## src/core/periodic_timer_regs.vh

```
// Register offsets, field positions and reset values of the periodic timer
`ifndef PERIODIC_TIMER_REGS_VH
`define PERIODIC_TIMER_REGS_VH
`define ADDR_RUN_CLOCK_CTRL   12'h000
`define ADDR_MODE_CTRL        12'h004
`define ADDR_COUNT_LOW        12'h008
`define ADDR_COUNT_HIGH       12'h00C
`define ADDR_CMP_A_LOW        12'h010
`define ADDR_CMP_A_HIGH       12'h014
`define ADDR_PERIOD_LOW       12'h018
`define ADDR_PERIOD_HIGH      12'h01C
`define ADDR_FLAGS            12'h020
`define BIT_PAUSE             7
`define BIT_ON                3
`define BIT_OUT_LEVEL         3
`define BIT_INVERT            2
`define BIT_CAP_SRC           1
`define BIT_CLR_SEL           0
`define BIT_FLAG_A            0
`define BIT_FLAG_P            1
`define CTRL_RESET            8'h00
`define MODE_COMPARE          2'h0
`define MODE_CAPTURE          2'h1
`define MODE_PWM              2'h2
`define MODE_TIMER            2'h3
`define DIV_SYS               10'h004
`define DIV_HIGH_16           10'h010
`define DIV_HIGH_64           10'h040
`endif

```

## src/core/periodic_timer.v

```verilog
// Ten-bit periodic timer with APB register access
//
// The APB interface to the registers and the register offsets were left to the implementer.
`timescale 1ns/1ps
`default_nettype none
`include "periodic_timer_regs.vh"

module periodic_timer #(
    parameter integer SUB_DIV = 305
) (
    input  wire        clk,
    input  wire        rst,
    input  wire        psel,
    input  wire        penable,
    input  wire        pwrite,
    input  wire [11:0] paddr,
    input  wire [31:0] pwdata,
    output wire        pready,
    output reg  [31:0] prdata,
    output wire        pslverr,
    input  wire        external_count_pin,
    input  wire        capture_input_pin,
    output reg         timer_output_pin,
    output reg         compare_a_flag,
    output reg         compare_p_flag
);
    reg  [7:0] run_q;
    reg  [7:0] mode_q;
    reg  [9:0] count_q;
    reg  [9:0] cmp_a_q;
    reg  [9:0] period_q;
    reg        level_q;
    reg        on_prev_q;
    reg  [2:0] ck_sync_q;
    reg  [2:0] cap_sync_q;
    reg        ck_stable_q;
    reg        cap_stable_q;
    reg  [9:0] pre_q;
    reg  [9:0] sub_q;

    wire       wr_en = psel & penable & pwrite;
    wire       paused = run_q[`BIT_PAUSE];
    wire       on = run_q[`BIT_ON];
    wire [2:0] ck_sel = run_q[6:4];
    wire [1:0] mode = mode_q[7:6];
    wire [1:0] pin_fn = mode_q[5:4];
    wire       lvl = mode_q[`BIT_OUT_LEVEL];
    wire       inv = mode_q[`BIT_INVERT];
    wire       on_rise = on & ~on_prev_q;

    assign pready = 1'b1;
    assign pslverr = 1'b0;

    // Three-stage sync; change taken once stages two and three agree
    wire ck_agree = ck_sync_q[1] == ck_sync_q[2];
    wire cap_agree = cap_sync_q[1] == cap_sync_q[2];
    wire ck_rise = ck_agree & ck_sync_q[2] & ~ck_stable_q;
    wire ck_fall = ck_agree & ~ck_sync_q[2] & ck_stable_q;
    wire cap_rise = cap_agree & cap_sync_q[2] & ~cap_stable_q;
    wire cap_fall = cap_agree & ~cap_sync_q[2] & cap_stable_q;

    always @(posedge clk) begin
        if (rst) begin
            ck_sync_q <= 3'h0;
            cap_sync_q <= 3'h0;
            ck_stable_q <= 1'b0;
            cap_stable_q <= 1'b0;
        end else begin
            ck_sync_q <= {ck_sync_q[1:0], external_count_pin};
            cap_sync_q <= {cap_sync_q[1:0], capture_input_pin};
            if (ck_agree) ck_stable_q <= ck_sync_q[2];
            if (cap_agree) cap_stable_q <= cap_sync_q[2];
        end
    end

    // Internal clocks as enables; high clock is taken as the system clock
    function [9:0] div_of;
        input [2:0] sel;
        begin
            case (sel)
                3'h0:    div_of = `DIV_SYS;
                3'h2:    div_of = `DIV_HIGH_16;
                3'h3:    div_of = `DIV_HIGH_64;
                default: div_of = 10'h001;
            endcase
        end
    endfunction

    wire pre_tick = (pre_q >= div_of(ck_sel) - 10'h001);
    wire sub_tick = (sub_q >= SUB_DIV[9:0] - 10'h001);
    reg  tick;
    always @* begin
        case (ck_sel)
            3'h4:    tick = sub_tick;
            3'h6:    tick = ck_rise;
            3'h7:    tick = ck_fall;
            3'h1,
            3'h5:    tick = 1'b1;
            default: tick = pre_tick;
        endcase
    end

    always @(posedge clk) begin
        if (rst) begin
            pre_q <= 10'h000;
            sub_q <= 10'h000;
        end else begin
            pre_q <= pre_tick ? 10'h000 : pre_q + 10'h001;
            sub_q <= sub_tick ? 10'h000 : sub_q + 10'h001;
        end
    end

    // Comparators run continuously
    wire match_a = (count_q == cmp_a_q);
    wire match_p = (count_q == period_q);
    wire overflow = (count_q == 10'h3FF);
    wire pwm_like = (mode == `MODE_PWM);
    // Period of zero means full 1024 counts, which is plain overflow
    wire end_p = (period_q == 10'h000) ? overflow : (count_q == period_q - 10'h001);
    wire step = on & ~paused & tick;

    reg clr_now;
    always @* begin
        case (mode)
            `MODE_COMPARE,
            `MODE_TIMER: clr_now = mode_q[`BIT_CLR_SEL] ? match_a :
                                   ((period_q == 10'h000) ? overflow : match_p);
            // Single pulse runs on until the A match drops counter-on
            `MODE_PWM:   clr_now = (pin_fn == 2'h3) ? 1'b0 : end_p;
            default:     clr_now = (period_q == 10'h000) ? overflow : match_p;
        endcase
    end

    reg cap_edge;
    always @* begin
        case (pin_fn)
            2'h0:    cap_edge = mode_q[`BIT_CAP_SRC] ? ck_rise : cap_rise;
            2'h1:    cap_edge = mode_q[`BIT_CAP_SRC] ? ck_fall : cap_fall;
            2'h2:    cap_edge = mode_q[`BIT_CAP_SRC] ? (ck_rise | ck_fall)
                                                     : (cap_rise | cap_fall);
            default: cap_edge = 1'b0;
        endcase
    end
    wire capture = on & (mode == `MODE_CAPTURE) & cap_edge;
    wire single = pwm_like & (pin_fn == 2'h3);
    wire hit_a = step & match_a & (mode != `MODE_CAPTURE);
    // PWM counter never reaches the period value, so its P event is the wrap
    wire p_event = pwm_like ? (end_p & ~single) : match_p;
    wire hit_p = step & p_event & ~(((mode == `MODE_COMPARE) | (mode == `MODE_TIMER))
                                    & mode_q[`BIT_CLR_SEL]);

    always @(posedge clk) begin
        if (rst) begin
            count_q <= 10'h000;
            on_prev_q <= 1'b0;
        end else begin
            on_prev_q <= on;
            if (on_rise)
                count_q <= 10'h000;
            else if (step)
                count_q <= clr_now ? 10'h000 : count_q + 10'h001;
        end
    end

    // Output level before polarity
    always @(posedge clk) begin
        if (rst) begin
            level_q <= 1'b0;
        end else if (mode == `MODE_COMPARE) begin
            if (on_rise)
                level_q <= lvl;
            else if (hit_a) begin
                case (pin_fn)
                    2'h1:    level_q <= 1'b0;
                    2'h2:    level_q <= 1'b1;
                    2'h3:    level_q <= ~level_q;
                    default: level_q <= level_q;
                endcase
            end
        end else if (pwm_like) begin
            case (pin_fn)
                2'h0:    level_q <= ~lvl;
                2'h1:    level_q <= lvl;
                2'h2:    level_q <= (on & ((count_q < cmp_a_q) |
                                     ((period_q != 10'h000) & (cmp_a_q >= period_q))))
                                    ? lvl : ~lvl;
                default: level_q <= (on & ~(single & hit_a)) ? lvl : ~lvl;
            endcase
        end
    end

    always @(posedge clk) begin
        if (rst)
            timer_output_pin <= 1'b0;
        else if (mode == `MODE_TIMER)
            timer_output_pin <= 1'b0;
        else
            timer_output_pin <= level_q ^ inv;
    end

    // Registers; single pulse end drops counter-on itself
    always @(posedge clk) begin
        if (rst) begin
            run_q <= `CTRL_RESET;
            mode_q <= `CTRL_RESET;
            cmp_a_q <= 10'h000;
            period_q <= 10'h000;
            compare_a_flag <= 1'b0;
            compare_p_flag <= 1'b0;
        end else begin
            if (wr_en & (paddr == `ADDR_RUN_CLOCK_CTRL))
                run_q <= {pwdata[7:3], 3'h0};
            else if (single & hit_a)
                run_q[`BIT_ON] <= 1'b0;
            else if (single & ~on & ck_rise)
                run_q[`BIT_ON] <= 1'b1;
            if (wr_en & (paddr == `ADDR_MODE_CTRL))
                mode_q <= pwdata[7:0];
            if (capture)
                cmp_a_q <= count_q;
            else if (wr_en & (paddr == `ADDR_CMP_A_LOW))
                cmp_a_q[7:0] <= pwdata[7:0];
            else if (wr_en & (paddr == `ADDR_CMP_A_HIGH))
                cmp_a_q[9:8] <= pwdata[1:0];
            if (wr_en & (paddr == `ADDR_PERIOD_LOW))
                period_q[7:0] <= pwdata[7:0];
            else if (wr_en & (paddr == `ADDR_PERIOD_HIGH))
                period_q[9:8] <= pwdata[1:0];
            // Set wins over a same-cycle write-one clear
            if (hit_a | capture)
                compare_a_flag <= 1'b1;
            else if (wr_en & (paddr == `ADDR_FLAGS) & pwdata[`BIT_FLAG_A])
                compare_a_flag <= 1'b0;
            if (hit_p)
                compare_p_flag <= 1'b1;
            else if (wr_en & (paddr == `ADDR_FLAGS) & pwdata[`BIT_FLAG_P])
                compare_p_flag <= 1'b0;
        end
    end

    // Read word, registered in the setup phase so it stands through access
    function [31:0] rd_word;
        input [11:0] addr;
        begin
            case (addr)
                `ADDR_RUN_CLOCK_CTRL: rd_word = {24'h000000, run_q};
                `ADDR_MODE_CTRL:      rd_word = {24'h000000, mode_q};
                `ADDR_COUNT_LOW:      rd_word = {24'h000000, count_q[7:0]};
                `ADDR_COUNT_HIGH:     rd_word = {30'h00000000, count_q[9:8]};
                `ADDR_CMP_A_LOW:      rd_word = {24'h000000, cmp_a_q[7:0]};
                `ADDR_CMP_A_HIGH:     rd_word = {30'h00000000, cmp_a_q[9:8]};
                `ADDR_PERIOD_LOW:     rd_word = {24'h000000, period_q[7:0]};
                `ADDR_PERIOD_HIGH:    rd_word = {30'h00000000, period_q[9:8]};
                `ADDR_FLAGS:          rd_word = {30'h00000000, compare_p_flag, compare_a_flag};
                default:              rd_word = 32'h00000000;
            endcase
        end
    endfunction

    always @(posedge clk) begin
        if (rst)
            prdata <= 32'h00000000;
        else if (psel & ~penable & ~pwrite)
            prdata <= rd_word(paddr);
    end
endmodule // periodic_timer
`default_nettype wire

```

## config.mk

```make
export PLATFORM = sky130hd
export DESIGN_NAME = periodic_timer
export DESIGN_NICKNAME = d
export VERILOG_FILES = /design/src/core/periodic_timer.v
export VERILOG_INCLUDE_DIRS = /design/src /design/src/core
export SDC_FILE = /design/constraint.sdc
export NUM_CORES = 1
export LEC_CHECK = 0
export BUFFER_PORTS_ARGS = -buffer_cell sky130_fd_sc_hd__buf_4
export CAP_MARGIN = 20
export CELL_PAD_IN_SITES_DETAIL_PLACEMENT = 1
export CELL_PAD_IN_SITES_GLOBAL_PLACEMENT = 2
export CORE_MARGIN = 4
export CORE_UTILIZATION = 28
export DETAILED_ROUTE_END_ITERATION = 12
export GPL_ROUTABILITY_DRIVEN = 1
export PLACE_DENSITY = 0.75
export REMOVE_ABC_BUFFERS = 1
export SETUP_SLACK_MARGIN = 0.05
export SLEW_MARGIN = 20
export SYNTH_ARGS = -nofsm -noshare
export SYNTH_HDL_FRONTEND = slang
export SYNTH_SLANG_ARGS = --single-unit
```

## constraint.sdc

```tcl
create_clock -name clk -period 2.9 [get_ports clk]
set_input_delay 0.145 -clock clk [delete_from_list [all_inputs] [get_ports clk]]
set_output_delay 0.145 -clock clk [all_outputs]
set_load 0.005 [all_outputs]
```

==> run_results.csv, run 1 <==
group,metric,value,unit
synth,synth_ff_type,"dfxtp_1",
placement,place.gp.congestion,0.9321,
setup_path,r2r_cells,9,
clock_network,clk_pin_slew_worst_paths,0.07,ns
placement,hpwl,13.93,mm
synth,ys_warn_count,0,
setup_path,cpPeakStageDelay,0.56,ns
synth,yosysTopAreaCell,"dfxtp_1",
clock_network,cts-buffers-inserted,9,
setup_path,worst_setup_path_end_kind,"flop",
pwr,power_switching_share,0.2474,
setup_path,required,3.13,ns
sta,fin_crit,2.639,ns
routing,drc,0,
cells_and_area,antennaDiodeCount,0,
routing,route.vias.total,4876,
placement,place_area,5958,µm²
floorplan,start_util,0.2862,
synth,synthTopCellsByArea,"dfxtp_1, ha_1, mux2i_1, nor2_1, buf_4",
synth,yosys.area.top_type_share,0.3120,
cells_and_area,n_fill_cell,2254,
clock_network,clk_latency,0.35,ns
routing,wirelength,17.62,mm
sta,finalHoldViolCount,0,
routing,via_per_inst,5.122,
setup_path,critPathMaxFanout,8,
synth,yosys.cell_types.count,66,
sta,fin_setup_tns,0,ns
sta,slew_viol_final,0,
pwr,cellPowerDensity,384.9,nW/µm²
floorplan,boundaryPins,88,
cells_and_area,area_growth,16.18,%
worst_hold_path,hold_path_class,"in -> reg",
global_route,grt_pass1_vias,5127,
cells_and_area,final_area,6262,µm²
routing,ant_nets,0,
pwr,power_frac_seq,0.484,
routing,dr.pass1.iters,5,
worst_hold_path,min_path_cells,2,
sta,worst_slew_pin_slew,0.7446,ns
clock_network,clock-sinks,84,
synth,yosysMostFrequentCell,"dfxtp_1",
pwr,p_leak,0.002476,µW
synth,postSynthAreaPerCell,8.396,µm²
sta,fmax,378.9,MHz
setup_path,cp.depth,9,
global_route,grt_pass1_wl,28.24,mm
run,maxCapViolCount,0,
synth,ys_async_sr_fraction,0,
global_route,grt_max_degree,31,
setup_path,timing.critical_path.slowest_stage_cell,"or4b_4",
sta,skew,0.006156,ns
floorplan,core_area,18830,µm²
clock_network,cts.path.max_buffers,2,
synth,yosysSeqAreaShare,0.3120,
synth,syn_area,5390,µm²
run_status,status,"complete, no violations",
pwr,irDropWorstVdd,0.2449,mV
clock_network,cts_tree,"done",
synth,syn_inst,642,
floorplan,die_x,146.7,µm
setup_path,crit_chain,"inv_1, ha_2, nor3b_2, xor2_1, or4b_4, a2111oi_4, nand3_2, a21oi_4, nor4bb_1",
synth,synth_commonest_cells,"dfxtp_1, nor2_1, nand2_1, inv_1, ha_1",
setup_path,worst-path-buf-inv,1,
setup_path,worst_setup_path_start_kind,"flop",
clock_network,post_cts_buffers,0,
cells_and_area,layout.nets,778,
floorplan,die-height,146.7,µm
sta,setup_viol,0,
routing,avgRoutedWirePerCell,18.51,µm
global_route,antenna_found_initial,0,
pwr,power_frac_clock,0.467,
pwr,p_int,1814,µW
routing,dr.first_iter.drc_count,344,
synth,ys_seq_elements,84,
floorplan,dieArea,21530,µm²
clock_network,cts-root-buf,"clkbuf_16",
sta,finalCritPeriodShare,0.9102,
setup_path,critPathTopFamily,"simple AND/OR/NAND/NOR gates",
clock_network,cts_htree_levels,3,
global_route,grt-ovfl-total,0,
placement,io_buffer_count,37,
global_route,grt_util_all_layers,0.1666,
setup_path,worstPathArrival,2.87,ns
pwr,comb_power_share,0.049,
sta,timing.slew.headroom,0.5023,
pwr,switchingPower,596.2,µW
cells_and_area,drive_gt1_frac,0.1344,
synth,synth_edf_count,0,
sta,rsz0062_at_grt,"false",
floorplan,rows,50,
setup_path,crit_type,"reg -> reg",
-- worst register-to-register path, cell delays in order (launching register included) --
cell	delay (ns)
dfxtp_1	0.31
inv_1	0.11
ha_2	0.26
nor3b_2	0.21
xor2_1	0.09
or4b_4	0.56
a2111oi_4	0.43
nand3_2	0.16
a21oi_4	0.30
nor4bb_1	0.10
-- per-stage QoR --
stage | worst slack, ns | hold WS, ns | std cells | util | total power [µW]
after floorplan | 0.2552 | 0.2141 | 615 | - | 1233
after global placement | 0.2438 | 0.3562 | 935 | 0.3164 | 1304
after detailed placement | 0.1338 | 0.3657 | 935 | 0.3164 | 1308
after CTS | 0.1268 | 0.01584 | 952 | 0.3321 | 2445
after global routing | 0.08648 | 0.05686 | 952 | 0.3326 | 2509
final | 0.2605 | 0.02295 | 952 | 0.3326 | 2410
-- final cells by class --
cell class	count	area, µm²	share of cell area
multi-input cells	489	3352	0.5353
well taps	260	325.3	0.05195
clock inverters	6	46.29	0.007393
inverters	42	157.7	0.02517
repair buffers	61	460.4	0.07353
flip-flops and latches	84	1682	0.2685
clock buffers	10	239.0	0.03816
-- timing repair --
action,4_1_cts,5_1_grt
hold buffers,1,0
endpoints found under the hold margin,1,0
gates resized for setup,0,3
setup endpoints to repair,0,8
-- layer usage --
layer / vias up / share of wire / global-route usage
met2: 129 / 0.46 / 0.2729
met3: 25 / 0.054 / 0.03486
met4: 0 / 0.026 / 0.05550
met5: - / 0 / 0
met1: 2402 / 0.46 / 0.2190
li1: 2320 / - / -
-- final timing paths --
path / start / end / slack [ns]
min: external_count_pin / ck_sync_q[0] / 0.02
min reg2reg: ck_sync_q[0] / ck_sync_q[1] / 0.44
max reg2reg: period_q[1] / count_q[6] / 0.26
max: period_q[1] / count_q[6] / 0.26
-- power groups by stage --
stage / registers [µW] / clock network (µW) / logic [µW]
floorplan: 1190 / 0 / 40.9
global placement: 1190 / 0 / 111
detailed placement: 1190 / 0 / 115
CTS: 1170 / 1160 / 116
global route: 1170 / 1210 / 131
finish: 1170 / 1130 / 117
-- placed cells by master (no fill, tap or decap), drive strengths merged, types with 10 or more instances in the layout --
cell	instances
dfxtp	84
nor2	72
buf	60
inv	44
nand2	43
ha	40
mux2i	35
conb	30
a21oi	25
o21ai	25
nand3	24
xor2	17
nor2b	13
a211oi	13
nor3	12
xnor2	11
clkbuf	10
-- flip-flops by register name, summed over array words and instances, names as in the netlist, 3 cells and up --
name        cells
pre_q          10
mode_q          8
ck_sync_q       3
count_q        10
run_q           5
period_q       10
prdata          8
sub_q          10
cap_sync_q      3
cmp_a_q        10
-- cell families after synthesis --
logic type / share of synthesized area
fa+ha+maj: 0.09285
flops: 0.3120
buf+inv: 0.08728
simple gates: 0.2284
xor+xnor: 0.04550
compound gates: 0.1676
other cells: 0.001393
mux: 0.06500
Note: power is estimated with default switching activity, not from simulation.
==> run 2, diff against run 1 <==
Settings changed: PLACE_DENSITY 0.75 to 0.68.
==> run_results.csv, run 2 (synthesis gave the netlist of run 1 again) <==
group,metric,value,unit
run_status,status,"complete, no violations",
routing,wirelength,17.84,mm
cells_and_area,fin_cells,959,
sta,slew_viol_final,0,
setup_path,crit_type,"reg -> reg",
global_route,grt_max_degree,35,
placement,place.gp.congestion,0.8975,
floorplan,boundaryPins,88,
pwr,power_frac_seq,0.454,
sta,fin_crit,2.648,ns
placement,io_buffer_count,37,
floorplan,core_area,18830,µm²
sta,setup_viol,0,
floorplan,dieArea,21530,µm²
floorplan,die_x,146.7,µm
clock_network,cts.path.max_buffers,2,
global_route,antenna_found_initial,0,
pwr,power_switching_share,0.2335,
run,maxCapViolCount,0,
pwr,power_frac_clock,0.501,
sta,skew,0.007945,ns
clock_network,clock-sinks,84,
clock_network,cts-buffers-inserted,9,
routing,route.vias.total,4871,
floorplan,rows,50,
sta,fin_setup_tns,0,ns
routing,dr.first_iter.drc_count,318,
pwr,comb_power_share,0.045,
placement,hpwl,14.28,mm
global_route,grt_pass1_vias,4961,
placement,place_ws,0.1787,ns
routing,via_per_inst,5.079,
sta,fmax,377.7,MHz
routing,ant_nets,0,
floorplan,start_util,0.2862,
placement,numPlacedInstances,941,
setup_path,timing.critical_path.slowest_stage_cell,"a2111oi_0",
setup_path,required,3.19,ns
sta,timing.slew.headroom,0.5597,
worst_hold_path,hold_path_class,"in -> reg",
setup_path,cpPeakStageDelay,0.56,ns
clock_network,clk_latency,0.35,ns
sta,finalCritPeriodShare,0.9131,
cells_and_area,mostFrequentLayoutCell,"dfxtp_1",
cells_and_area,final_cell_mix,"dfxtp_1, nor2_1, buf_4",
clock_network,cts_htree_levels,3,
sta,finalHoldViolCount,0,
sta,rsz0062_at_grt,"false",
clock_network,clk_pin_slew_worst_paths,0.07,ns
global_route,grt_pass1_wl,28.19,mm
routing,drc,0,
global_route,grt_util_all_layers,0.1669,
pwr,p_leak,0.002532,µW
pwr,switchingPower,600.2,µW
cells_and_area,layout.nets,785,
cells_and_area,antennaDiodeCount,0,
routing,dr.pass1.iters,4,
cells_and_area,final_core_util,0.3371,
pwr,irDropWorstVdd,0.2799,mV
sta,worst_slew_pin_slew,0.6605,ns
routing,avgRoutedWirePerCell,18.61,µm
clock_network,cts_resized,0,
setup_path,worstPathArrival,2.93,ns
pwr,cellPowerDensity,405.0,nW/µm²
sta,setup_slack,0.2521,ns
setup_path,critPathMaxFanout,6,
cells_and_area,area_growth,17.78,%
pwr,p_int,1971,µW
cells_and_area,drive_gt1_frac,0.1402,
setup_path,crit_chain,"inv_1, a21oi_1, inv_1, ha_1, nand2_1, o21ai_0, a21oi_1, buf_4, a2111oi_0, xnor2_1, nand2_1, nor2_1",
clock_network,cts-root-buf,"clkbuf_16",
setup_path,worst_setup_path_start_kind,"flop",
global_route,grt-ovfl-total,0,
floorplan,die-height,146.7,µm
setup_path,worst_setup_path_end_kind,"flop",
clock_network,cts_tree,"done",
## run 2: cell types whose count changed in the layout (fill, tap and decap cells not counted), sizes merged
cell      change
buf           +7
bufinv        +2
clkbuf        -1
clkinv        -2
clkinvlp      -1
inv           +2
## run 2: what timing repair did
action / 4_1_cts / 5_1_grt
endpoints found under the hold margin: 1 / 0
hold buffers: 1 / 0
buffers inserted: 0 / 1
setup endpoints to repair: 0 / 8
## run 2: per-stage QoR
step           hold WS (ns)  instance area, µm²  total power [µW]
6_report            0.01373                6349              2571
5_1_grt            0.003490                6349              2683
4_1_cts            0.003233                6341              2620
3_5_place_dp         0.3684                6003              1308
3_3_place_gp         0.3621                6003              1305
2_1_floorplan        0.2141                5182              1233
## run 2: final cells by class
cell class                 count  area (µm²)
tap                          260       325.3
inverter                      42       157.7
clock inverter                 7       102.6
timing repair buffer          68       513.0
sequential                    84        1682
multi-input combinational    489        3343
clock buffer                   9       225.2
fill                        2226       12480
## run 2: metal layers
| metal | up-vias | wire (µm) | GRT usage |
|---|---|---|---|
| li1 | 2330 | - | - |
| met1 | 2429 | 8476 | 0.2246 |
| met2 | 95 | 8534 | 0.2775 |
| met3 | 17 | 621 | 0.03023 |
| met4 | 0 | 211 | 0.04139 |
| met5 | - | 0 | 0 |
## run 2: critical path: cells and delay by family (launching register included)
family / cells / cell delay, ns
AO/OA/AOI/OAI: 4 / 1.13
buffers and inverters: 3 / 0.30
adder cells (fa/ha/maj): 1 / 0.29
AND/OR/NAND/NOR: 3 / 0.25
XOR/XNOR: 1 / 0.19
flip-flops: 1 / 0.41
## run 2: final timing paths
path	slack (ns)	end	from	cells past startpoint
worst max-delay path	0.25	count_q[7]	run_q[5]	12
worst max register to register	0.25	count_q[7]	run_q[5]	12
worst min-delay path	0.01	cap_sync_q[0]	capture_input_pin	2
worst min register to register	0.44	cap_sync_q[1]	cap_sync_q[0]	1
## run 2: power by group through the flow
stage / sequential [µW] / combinational (µW) / clock [µW]
2_1_floorplan: 1190 / 40.9 / 0
3_3_place_gp: 1190 / 113 / 0
3_5_place_dp: 1190 / 115 / 0
4_1_cts: 1170 / 117 / 1340
5_1_grt: 1170 / 129 / 1390
6_report: 1170 / 117 / 1290
==> run 3, diff against run 2 <==
Settings changed: ABC_AREA from default to 1, PLACE_DENSITY 0.68 to 0.73, RECOVER_POWER from default to 50.
==> run_results.csv, run 3 <==
group,metric,value,unit
routing,avgRoutedWirePerCell,16.31,µm
clock_network,cts_tree,"done",
routing,drc,0,
pwr,cellPowerDensity,419.2,nW/µm²
synth,ys_async_sr_fraction,0,
worst_hold_path,hold_path_class,"in -> reg",
cells_and_area,n_fill_cell,2329,
floorplan,die_x,145.3,µm
placement,place_ws,0.4250,ns
cells_and_area,regArea,1682,µm²
clock_network,clock-sinks,84,
global_route,grt_util_all_layers,0.1650,
floorplan,core_area,18270,µm²
synth,yosysTopAreaCell,"dfxtp_1",
global_route,grt-ovfl-total,0,
sta,worst_slew_pin_slew,1.071,ns
sta,finalCritPeriodShare,0.8491,
synth,ys_warn_count,0,
run_status,status,"complete, no violations",
routing,route.vias.total,5124,
placement,io_buffer_count,37,
placement,place.gp.congestion,0.9002,
sta,setup_viol,0,
global_route,grt_pass1_wl,28.12,mm
clock_network,cts-buffers-inserted,9,
sta,slew_viol_final,0,
setup_path,startpoint,"period_q[5]",
floorplan,start_util,0.2888,
setup_path,r2r_slack,0.44,ns
floorplan,dieArea,21100,µm²
sta,rsz0062_at_grt,"false",
synth,yosys.cell_types.count,40,
sta,fmax,406.1,MHz
sta,holdWs,0.1250,ns
placement,hpwl,14.07,mm
pwr,p_leak,0.002757,µW
clock_network,clk_latency,0.35,ns
clock_network,cts_htree_levels,3,
worst_hold_path,holdCritStartpoint,"pwdata[2]",
clock_network,cts_resized,0,
setup_path,worst_setup_path_end_kind,"flop",
cells_and_area,area_growth,14.82,%
synth,synth_commonest_cells,"nand2_1, inv_1, nor2_1, dfxtp_1, a21oi_1",
synth,ys_seq_elements,84,
clock_network,cts.path.max_buffers,2,
cells_and_area,antennaDiodeCount,0,
worst_hold_path,min_path_cells,3,
sta,finalHoldViolCount,0,
clock_network,clk_pin_slew_worst_paths,0.06,ns
synth,yosys.area.top_type_share,0.3187,
global_route,antenna_found_initial,0,
setup_path,worstPathArrival,2.74,ns
routing,wirelength,17.29,mm
sta,timing.slew.headroom,0.2858,
floorplan,rows,49,
clock_network,cts-root-buf,"clkbuf_16",
synth,syn_inst,780,
sta,fin_setup_tns,0,ns
sta,fin_crit,2.462,ns
setup_path,r2r_start,"period_q[5]",
global_route,grt_max_degree,23,
setup_path,critPathMaxFanout,4,
routing,dr.pass1.iters,4,
floorplan,boundaryPins,88,
run,maxCapViolCount,0,
synth,synth_edf_count,0,
synth,synthTopCellsByArea,"dfxtp_1, nand2_1, ha_1, inv_1, nor2_1",
sta,skew,0.004271,ns
synth,yosysMostFrequentCell,"nand2_1",
cells_and_area,layout.nets,919,
pwr,irDropWorstVdd,0.2561,mV
cells_and_area,final_cell_mix,"nand2_1, inv_1, nor2_1",
routing,ant_nets,0,
routing,dr.first_iter.drc_count,183,
global_route,grt_pass1_vias,5248,
synth,syn_area,5276,µm²
setup_path,required,3.18,ns
setup_path,worst_setup_path_start_kind,"flop",
clock_network,post_cts_buffers,0,
setup_path,r2r_cells,14,
cells_and_area,drive_gt1_frac,0.08183,
setup_path,crit_type,"reg -> reg",
routing,via_per_inst,4.834,
floorplan,die-height,145.3,µm
cells_and_area,mostFrequentLayoutCell,"nand2_1",
synth,synth_ff_type,"dfxtp_1",
cells_and_area,fin_cells,1060,
synth,yosysSeqAreaShare,0.3187,
sta,setup_slack,0.4376,ns
synth,postSynthAreaPerCell,6.765,µm²
placement,numPlacedInstances,1044,
cells_and_area,multi_input_area,2997,µm²
[run 3: changes by cell type after synthesis, sizes merged, moves of 28 or more]
cell and delta:
nand2 +107, inv +79, a21oi +33, nor2 +32
o21ai +28, mux2i -35
[run 3: power breakdown]
group / internal (µW) / switching, µW / leakage, µW / total [µW]
logic: 41.0 / 75.7 / 0.00193 / 117
clock network: 768 / 487 / 0.000147 / 1260
registers: 1160 / 4.49 / 0.000679 / 1170
total: 1970 / 567 / 0.00276 / 2540
[run 3: through the flow]
step           power, µW  instance area [µm²]    util
2_1_floorplan       1244                 5140       -
6_report            2539                 6058  0.3316
3_3_place_gp        1305                 5742  0.3143
5_1_grt             2633                 6058  0.3316
3_5_place_dp        1309                 5742  0.3143
4_1_cts             2574                 6076  0.3326
[run 3: per-layer routing]
layer / vias up / part of all wire / global-route usage
li1: 2570 / - / -
met1: 2430 / 0.50 / 0.2252
met2: 107 / 0.46 / 0.2713
met3: 17 / 0.034 / 0.02650
met4: 0 / 0.012 / 0.04463
met5: - / 0 / 0
[run 3: final timing paths]
check	to
worst max-delay path	level_q
worst min register to register	cap_sync_q[1]
worst max register to register	level_q
worst min-delay path	mode_q[2]
[run 3: cell families (layout without fill, tap and decap cells)]
group / Yosys count / in the layout / synth area share
AO/OA/AOI/OAI: 144 / 144 / 0.1506
XOR/XNOR: 19 / 19 / 0.03154
adder cells (fa/ha/maj): 40 / 40 / 0.09485
buffers and inverters: 158 / 181 / 0.1333
flip-flops: 84 / 84 / 0.3187
other: 2 / 30 / 0.001423
AND/OR/NAND/NOR: 333 / 333 / 0.2696
[run 3: cell type report]
cell class,count,share of cell area
Sequential cell,84,0.2776
Timing Repair Buffer,44,0.05246
Clock inverter,4,0.01239
Inverter,123,0.07621
Tap cell,229,0.04729
Multi-Input combinational cell,566,0.4946
Clock buffer,10,0.03945
[run 3: repair_timing]
item                                   CTS  global route
setup endpoints to repair                0             0
hold buffers                             2             0
endpoints found under the hold margin    2             0
[run 3: critical path, cell delays in order (launching register included)]
cell     delay (ns)
dfxtp_1        0.42
inv_1          0.16
ha_1           0.33
nand2_1        0.16
o21ai_0        0.46
nand2_1        0.12
nand4_1        0.15
nand2_1        0.07
nand2_1        0.09
nand2_1        0.06
nand2_1        0.08
nand2_1        0.06
nand2_1        0.06
nand3_1        0.06
a21oi_1        0.12
